**src/fsr_pkg.sv**
```systemverilog
// package: status word layout, states and reset values for status reporting
package fsr_pkg;

    localparam int FSR_DATA_W = 16;
    localparam int FSR_STATUS_W = 8;
    localparam int FSR_SYNC_STAGES = 2;

    // bit positions inside the status word
    localparam int FSR_BIT_IDLE = 7;
    localparam int FSR_BIT_ERASE_SUSP = 6;
    localparam int FSR_BIT_ERASE_FAIL = 5;
    localparam int FSR_BIT_PROG_FAIL = 4;
    localparam int FSR_BIT_SUPPLY = 3;
    localparam int FSR_BIT_PROG_SUSP = 2;
    localparam int FSR_BIT_LOCKED = 1;
    localparam int FSR_BIT_BANK_BUSY = 0;

    localparam logic [FSR_STATUS_W-1:0] FSR_STATUS_RST = 8'h80;
    localparam logic [FSR_DATA_W-1:0] FSR_DATA_RST = 16'h0000;
    localparam logic [FSR_DATA_W-FSR_STATUS_W-1:0] FSR_UPPER_ZERO = 8'h00;

    typedef struct packed {
        logic engine_idle_flag;
        logic erase_suspended_flag;
        logic erase_fail_flag;
        logic program_fail_flag;
        logic supply_fault_flag;
        logic program_suspended_flag;
        logic locked_block_flag;
        logic bank_busy_flag;
    } fsr_status_t;

    // events from the program/erase engine, all one-cycle pulses
    typedef struct packed {
        logic op_start;
        logic op_is_erase;
        logic op_block_locked;
        logic op_done;
        logic erase_verify_fail;
        logic program_verify_fail;
        logic overprogram_attempt;
        logic suspend_cmd;
        logic resume_cmd;
        logic engine_paused;
        logic clear_status_cmd;
        logic read_status_cmd;
        logic read_array_cmd;
    } fsr_engine_ev_t;

    typedef enum logic [3:0] {
        FSR_ST_IDLE = 4'b0001,
        FSR_ST_RUN = 4'b0010,
        FSR_ST_SUSP_PEND = 4'b0100,
        FSR_ST_SUSPENDED = 4'b1000
    } fsr_state_t;

endpackage

```
**src/fsr_status_unit.sv**
```systemverilog
// status word tracking, capture and bus drive for the flash status logic
`timescale 1ns/1ps
`default_nettype none

// Notes on behaviour
// - capture status on strobe falling edge, hold it until strobe rises
// - reads inside the busy bank return status during program or erase
// - idle, suspend and bank busy flags follow engine state by themselves
// - error flags are sticky until clear-status command or reset
// - bit 0 is per addressed bank; other bits device-wide
// - idle flag 0 while engine active, 1 when inactive and ready
// - after suspend, idle stays 0 until engine actually pauses
// - erase-suspended set once erase paused; near-done erase may finish
// - resume after erase suspension clears erase-suspended flag
// - erase-fail set when max pulses applied and verify still fails
// - stale error stays set, so the next command appears failed
// - program-fail set when max pulses applied and verify still fails
// - overprogram attempt sets program-fail only at high supply level
// - supply validity sampled only at start of each operation
// - low supply sample sets supply-fault and aborts the operation
// - program-suspended set once program paused; near-done may finish
// - resume after program suspension clears program-suspended flag
// - operation on locked block sets locked-block flag and aborts
// - busy bit 0 for addressed busy bank, 1 when another bank busy
// - factory mode: bit 0 is 0 when next word accepted, 1 otherwise
module fsr_status_unit
    import fsr_pkg::*;
#(
    parameter int ADDR_W = 21,
    parameter int BANK_W = 3
) (
    input wire logic clk,
    input wire logic rst,
    input wire logic chip_enable_n,
    input wire logic output_enable_n,
    input wire logic [ADDR_W-1:0] addr,
    input wire logic supply_above_lockout,
    input wire logic supply_at_high_level,
    input wire fsr_engine_ev_t engine_ev,
    input wire logic [BANK_W-1:0] op_bank,
    input wire logic factory_bulk_program_mode,
    input wire logic factory_word_ready,
    input wire logic [FSR_DATA_W-1:0] array_data,
    output logic op_go,
    output logic op_abort,
    output logic engine_suspend_req,
    output logic [FSR_DATA_W-1:0] dq_out,
    output logic dq_oe,
    output fsr_status_t live_status
);

    ////////////////////////////////////////////////////////////////////////
    // pin synchronisers

    logic ce_n_s;
    logic oe_n_s;
    logic supply_ok_s;
    logic supply_high_s;
    logic [ADDR_W-1:0] addr_s;

    fsr_sync #(.WIDTH(2), .RST_VAL(2'h3)) u_sync_strobe (
        .clk(clk),
        .rst(rst),
        .d({chip_enable_n, output_enable_n}),
        .q({ce_n_s, oe_n_s})
    );

    fsr_sync #(.WIDTH(2), .RST_VAL(2'h0)) u_sync_supply (
        .clk(clk),
        .rst(rst),
        .d({supply_above_lockout, supply_at_high_level}),
        .q({supply_ok_s, supply_high_s})
    );

    // same latency as the strobes, so the captured bank matches the read
    fsr_sync #(.WIDTH(ADDR_W), .RST_VAL('0)) u_sync_addr (
        .clk(clk),
        .rst(rst),
        .d(addr),
        .q(addr_s)
    );

    ////////////////////////////////////////////////////////////////////////
    // engine state

    fsr_state_t state_reg;
    fsr_state_t state_next;
    logic op_erase_reg;
    logic [BANK_W-1:0] busy_bank_reg;
    logic start_ok;

    // supply validity looked at only with op_start, never during the operation
    assign start_ok = engine_ev.op_start && supply_ok_s
        && !engine_ev.op_block_locked;

    always_comb begin
        state_next = state_reg;
        case (state_reg)
            FSR_ST_IDLE: begin
                if (start_ok) begin
                    state_next = FSR_ST_RUN;
                end
            end
            FSR_ST_RUN: begin
                if (engine_ev.op_done) begin
                    state_next = FSR_ST_IDLE;
                end else if (engine_ev.suspend_cmd) begin
                    state_next = FSR_ST_SUSP_PEND;
                end
            end
            FSR_ST_SUSP_PEND: begin
                // near-done operation may finish instead of pausing
                if (engine_ev.op_done) begin
                    state_next = FSR_ST_IDLE;
                end else if (engine_ev.engine_paused) begin
                    state_next = FSR_ST_SUSPENDED;
                end
            end
            FSR_ST_SUSPENDED: begin
                if (engine_ev.resume_cmd) begin
                    state_next = FSR_ST_RUN;
                end
            end
            default: begin
                state_next = FSR_ST_IDLE;
            end
        endcase
    end

    always_ff @(posedge clk or posedge rst) begin
        if (rst) begin
            state_reg <= FSR_ST_IDLE;
        end else begin
            state_reg <= state_next;
        end
    end

    always_ff @(posedge clk or posedge rst) begin
        if (rst) begin
            op_erase_reg <= 1'b0;
            busy_bank_reg <= '0;
        end else if (start_ok && state_reg == FSR_ST_IDLE) begin
            op_erase_reg <= engine_ev.op_is_erase;
            busy_bank_reg <= op_bank;
        end
    end

    assign op_go = start_ok && state_reg == FSR_ST_IDLE;
    assign op_abort = engine_ev.op_start && !start_ok;
    assign engine_suspend_req = state_reg == FSR_ST_SUSP_PEND;

    ////////////////////////////////////////////////////////////////////////
    // sticky error flags: a set in the clear cycle wins

    logic erase_fail_reg;
    logic program_fail_reg;
    logic supply_fault_reg;
    logic locked_block_reg;
    logic set_erase_fail;
    logic set_program_fail;
    logic set_supply_fault;
    logic set_locked_block;

    assign set_erase_fail = engine_ev.erase_verify_fail;
    assign set_program_fail = engine_ev.program_verify_fail
        || (engine_ev.overprogram_attempt && supply_high_s);
    assign set_supply_fault = engine_ev.op_start && !supply_ok_s;
    assign set_locked_block = engine_ev.op_start
        && engine_ev.op_block_locked;

    // no clear on a new command: stale error survives it
    always_ff @(posedge clk or posedge rst) begin
        if (rst) begin
            erase_fail_reg <= 1'b0;
        end else begin
            erase_fail_reg <= set_erase_fail
                || (erase_fail_reg && !engine_ev.clear_status_cmd);
        end
    end

    always_ff @(posedge clk or posedge rst) begin
        if (rst) begin
            program_fail_reg <= 1'b0;
        end else begin
            program_fail_reg <= set_program_fail
                || (program_fail_reg && !engine_ev.clear_status_cmd);
        end
    end

    always_ff @(posedge clk or posedge rst) begin
        if (rst) begin
            supply_fault_reg <= 1'b0;
        end else begin
            supply_fault_reg <= set_supply_fault
                || (supply_fault_reg && !engine_ev.clear_status_cmd);
        end
    end

    always_ff @(posedge clk or posedge rst) begin
        if (rst) begin
            locked_block_reg <= 1'b0;
        end else begin
            locked_block_reg <= set_locked_block
                || (locked_block_reg && !engine_ev.clear_status_cmd);
        end
    end

    ////////////////////////////////////////////////////////////////////////
    // live status word

    logic engine_active;
    logic addr_in_busy_bank;

    assign engine_active = state_reg == FSR_ST_RUN
        || state_reg == FSR_ST_SUSP_PEND;
    assign addr_in_busy_bank =
        addr_s[ADDR_W-1 -: BANK_W] == busy_bank_reg;

    always_comb begin
        live_status.engine_idle_flag = !engine_active;
        live_status.erase_suspended_flag = state_reg == FSR_ST_SUSPENDED
            && op_erase_reg;
        live_status.erase_fail_flag = erase_fail_reg;
        live_status.program_fail_flag = program_fail_reg;
        live_status.supply_fault_flag = supply_fault_reg;
        live_status.program_suspended_flag = state_reg == FSR_ST_SUSPENDED
            && !op_erase_reg;
        live_status.locked_block_flag = locked_block_reg;
        // bit 0 has no meaning while idle, so outside factory mode it is held low there
        if (factory_bulk_program_mode) begin
            live_status.bank_busy_flag = !factory_word_ready;
        end else if (engine_active) begin
            live_status.bank_busy_flag = !addr_in_busy_bank;
        end else begin
            live_status.bank_busy_flag = 1'b0;
        end
    end

    ////////////////////////////////////////////////////////////////////////
    // read mode and bus drive

    logic status_mode_reg;
    logic read_active;
    logic read_active_d_reg;
    logic status_select;
    logic [FSR_STATUS_W-1:0] captured_reg;
    logic capture_status_reg;

    always_ff @(posedge clk or posedge rst) begin
        if (rst) begin
            status_mode_reg <= 1'b0;
        // status mode survives operations until a read-array command
        end else if (engine_ev.read_status_cmd) begin
            status_mode_reg <= 1'b1;
        end else if (engine_ev.read_array_cmd) begin
            status_mode_reg <= 1'b0;
        end
    end

    assign read_active = !ce_n_s && !oe_n_s;
    // the busy bank answers with status whatever read mode was chosen
    assign status_select = status_mode_reg
        || (engine_active && addr_in_busy_bank);

    always_ff @(posedge clk or posedge rst) begin
        if (rst) begin
            read_active_d_reg <= 1'b0;
        end else begin
            read_active_d_reg <= read_active;
        end
    end

    // one snapshot per strobe, so single reads only see fresh data
    always_ff @(posedge clk or posedge rst) begin
        if (rst) begin
            captured_reg <= FSR_STATUS_RST;
            capture_status_reg <= 1'b0;
        end else if (read_active && !read_active_d_reg) begin
            captured_reg <= live_status;
            capture_status_reg <= status_select;
        end
    end

    always_ff @(posedge clk or posedge rst) begin
        if (rst) begin
            dq_out <= FSR_DATA_RST;
        end else if (capture_status_reg) begin
            dq_out <= {FSR_UPPER_ZERO, captured_reg};
        end else begin
            dq_out <= array_data;
        end
    end

    // limitation: the synchronisers add two clocks before data can appear
    assign dq_oe = read_active && read_active_d_reg;

endmodule
`default_nettype wire

```
**src/fsr_sync.sv**
```systemverilog
// two-flop synchroniser for pin inputs
`timescale 1ns/1ps
`default_nettype none
module fsr_sync
    import fsr_pkg::*;
#(
    parameter int WIDTH = 1,
    parameter logic [WIDTH-1:0] RST_VAL = '0
) (
    input wire logic clk,
    input wire logic rst,
    input wire logic [WIDTH-1:0] d,
    output logic [WIDTH-1:0] q
);

    logic [WIDTH-1:0] meta_reg;

    // first stage read only by the second
    always_ff @(posedge clk or posedge rst) begin
        if (rst) begin
            meta_reg <= RST_VAL;
            q <= RST_VAL;
        end else begin
            meta_reg <= d;
            q <= meta_reg;
        end
    end

endmodule
`default_nettype wire

```
**config.mk**
```make
export PLATFORM = sky130hd
export DESIGN_NAME = fsr_status_unit
export DESIGN_NICKNAME = d
export VERILOG_FILES = /design/src/fsr_pkg.sv /design/src/fsr_status_unit.sv /design/src/fsr_sync.sv
export SDC_FILE = /design/constraint.sdc
export NUM_CORES = 1
export LEC_CHECK = 0
export BUFFER_PORTS_ARGS = -buffer_cell sky130_fd_sc_hd__buf_4
export CELL_PAD_IN_SITES_DETAIL_PLACEMENT = 0
export CELL_PAD_IN_SITES_GLOBAL_PLACEMENT = 2
export CORE_MARGIN = 1.5
export CORE_UTILIZATION = 31
export DETAILED_ROUTE_END_ITERATION = 10
export GPL_ROUTABILITY_DRIVEN = 0
export PLACE_DENSITY = 0.8
export SYNTH_ARGS = -nofsm -noshare
export SYNTH_HDL_FRONTEND = slang
export SYNTH_SLANG_ARGS = --single-unit
```
**constraint.sdc**
```tcl
create_clock -name clk -period 3.2 [get_ports clk]
set_clock_uncertainty 0.05 [all_clocks]
set_input_delay 0.16 -clock clk [delete_from_list [all_inputs] [get_ports clk]]
set_output_delay 0.16 -clock clk [all_outputs]
set_load 0.005 [all_outputs]
```
==> flow_summary.toml <==
[outcome]
status = "complete, no violations"

[global_route]
grt_pass1_wl_mm = 6.71
grt_usage_pct = 12.2
antenna_found_initial = 0
grt_pass1_vias = 1415
overflow = 0
grt_max_degree = 36

[logic_synthesis]
ys_seq_area_share_pct = 66.5
synth_compound_area_share_pct = 4.87
synth-xor-area-share_pct = 1.75
syn-num-nets = 202
synth-seq-cells = 53
synth_top_family_by_area = "simple AND/OR/NAND/NOR gates"
yosys_warnings = 0
synth_mux_area_share_pct = 11.2
syn_inst = 141
synthSimpleGateAreaFrac_pct = 11.4
ys_types = 31
synth.avg_cell_area_sq_um = 14.2
synth_area_sq_um = 2010
synthAdderAreaFrac_pct = 0
synth_top_area_cell = "dfrtp_1"
synth_top_cells_by_area = "dfrtp_1 59%, mux2_2 11%, dfstp_2 7.9%"
synth_top_area_share_pct = 58.6

[clock_tree]
clock_path_buffers = 2
path_clk_slew_ps = 90
cts_buffers = 5
numClockSinks = 53
htree_levels = 2
cts_tree = "done"
insertion_delay_ps = 290
post-cts-setup-buffers = 0
root_buffer = "clkbuf_8"

[detailed_routing]
drc = 0
wl_met3_um = 350
top_layer = "met4"
wl_mm = 3.93
wl_per_cell_um = 13.1
ant_nets = 0
drt_pass1_iterations = 4
drt_iter0_drc = 52
viasPerCell = 4.42
wl_met2_mm = 1.81
num_vias = 1323
wl_met1_mm = 1.74

[timing]
fin_tns_setup_ps = 0
fin_crit_sh_pct = 60.2
slew_headroom_pct = 45.6
grt_setup_unrepaired = "false"
finalSetupViolations = 0
hold_violations = 0
tightest_slew_ps = 811
fmax_ghz = 0.519
post-route-min-period_ps = 1930
slew_viol_final = 0

[die]
chipWidth_um = 83.4
num_rows = 29
die_area_sq_um = 6960
pin_count = 89
core_area_sq_um = 6310
die_h_um = 83.4
start_util_pct = 31.8

[placed_design]
io_buffer_count = 70
dp_hpwl_mm = 2.81
dp.cells = 280
placed_area_sq_um = 2580

[setup_path]
r2r_setup_slack_ps = 1440
start_kind = "register"
worstPathRequired_ps = 2990
crit_path_end_kind = "primary output"
critPathMaxStageDelay_ps = 560
crit_fanout = 9
cp_top_family = "flip-flops"
slowest_stage = "dfrtp_1"
cp.buffers_inverters = 1
crit_arrival_ps = 1720
path_cells = "xor2_1, nand2_1, o31ai_1, buf_4"
worst-setup-path-type = "register to primary output"

[cells_and_area]
layout_common_cells = "71 x buf_4, 47 x dfrtp_1, 19 x mux2_2"
largest_reg_flops = 16
nets = 282
regArea_sq_um = 1330
fin_cells = 299
final_common_cell = "buf_4"
syn2layout_area_growth_pct = 38.1
stdcell_area_sq_um = 2770
multi_input_area_sq_um = 592
antenna_cells = 0
fillCellCount = 616
drive_gt1_share_pct = 48.2

[power]
power_leakage_nw = 1.32
finalPower_mw = 1.36
power.density_nw_per_um2 = 489
irDropWorstVdd_v = 0.000256

[run]
maxCapViolations = 0

[min_path]
hold_class = "input port to register"
cell usage after synthesis:
master	n
clkbuf_1	1
nand2b_1	3
buf_4	5
mux2_1	1
dfstp_2	6
a221o_1	2
o31ai_1	1
or4b_1	1
nor4b_1	1
nor2_1	6
dfrtp_1	47
a21o_1	3
a22o_1	3
xor2_1	4
nor2b_1	8
o21ai_0	2
inv_1	6
nor3_1	4
buf_6	1
nor4_4	1
o22ai_1	1
nand2_1	2
buf_2	2
and3_1	1
and2_1	4
a21oi_1	1
nor3b_1	1
nor2_2	1
mux2_2	19
nand4b_1	2
nand3b_1	1
where the power goes:
group / internal, mW / switching, mW
combinational: 0.142 / 0.0712
sequential: 0.741 / 0.0443
clock: 0.152 / 0.204
stage by stage:
| step | setup WS [ps] | hold WS [ps] | util (%) |
|---|---|---|---|
| after floorplan | 1670 | 114 | - |
| after global placement | 1390 | 219 | 40.8 |
| after detailed placement | 1390 | 220 | 40.8 |
| after CTS | 1260 | 14.0 | 43.9 |
| after global routing | 1120 | 12.5 | 43.9 |
| final | 1270 | 23.5 | 43.9 |
layer usage:
metal  track usage, %  vias up
met4             3.58        0
met1             15.5      638
li1                 -      630
met5                0        -
met2             19.0       51
met3             5.27        4
timing repair:
action                    in CTS  in global routing
hold buffers                  11                  0
hold endpoints to repair      39                  0
resized for setup              0                  0
final cells by class:
cell class	count	area share, %
Clock buffer	6	2.62
Clock inverter	2	0.361
Inverter	6	0.813
Multi-Input combinational cell	73	21.4
Sequential cell	53	48.1
Tap cell	77	3.48
Timing Repair Buffer	82	23.2
cells by family after synthesis:
family	Yosys count
xor+xnor	4
mux	20
simple gates	36
compound gates	13
buf+inv	15
flops	53
worst paths after layout:
| path | start | end | cells after the start |
|---|---|---|---|
| max in group asynchronous | rst | state_reg[0] | 4 |
| min reg2reg | u_sync_addr.meta_reg[20] | u_sync_addr.q[20] | 0 |
| min in group asynchronous | rst | u_sync_addr.meta_reg[20] | 3 |
| max reg2reg | u_sync_strobe.q[0] | capture_status_reg | 3 |
| min | array_data[11] | dq_out[11] | 2 |
| max | state_reg[2] | live_status[0] | 4 |
No activity file was read; power rests on OpenSTA's default activity.
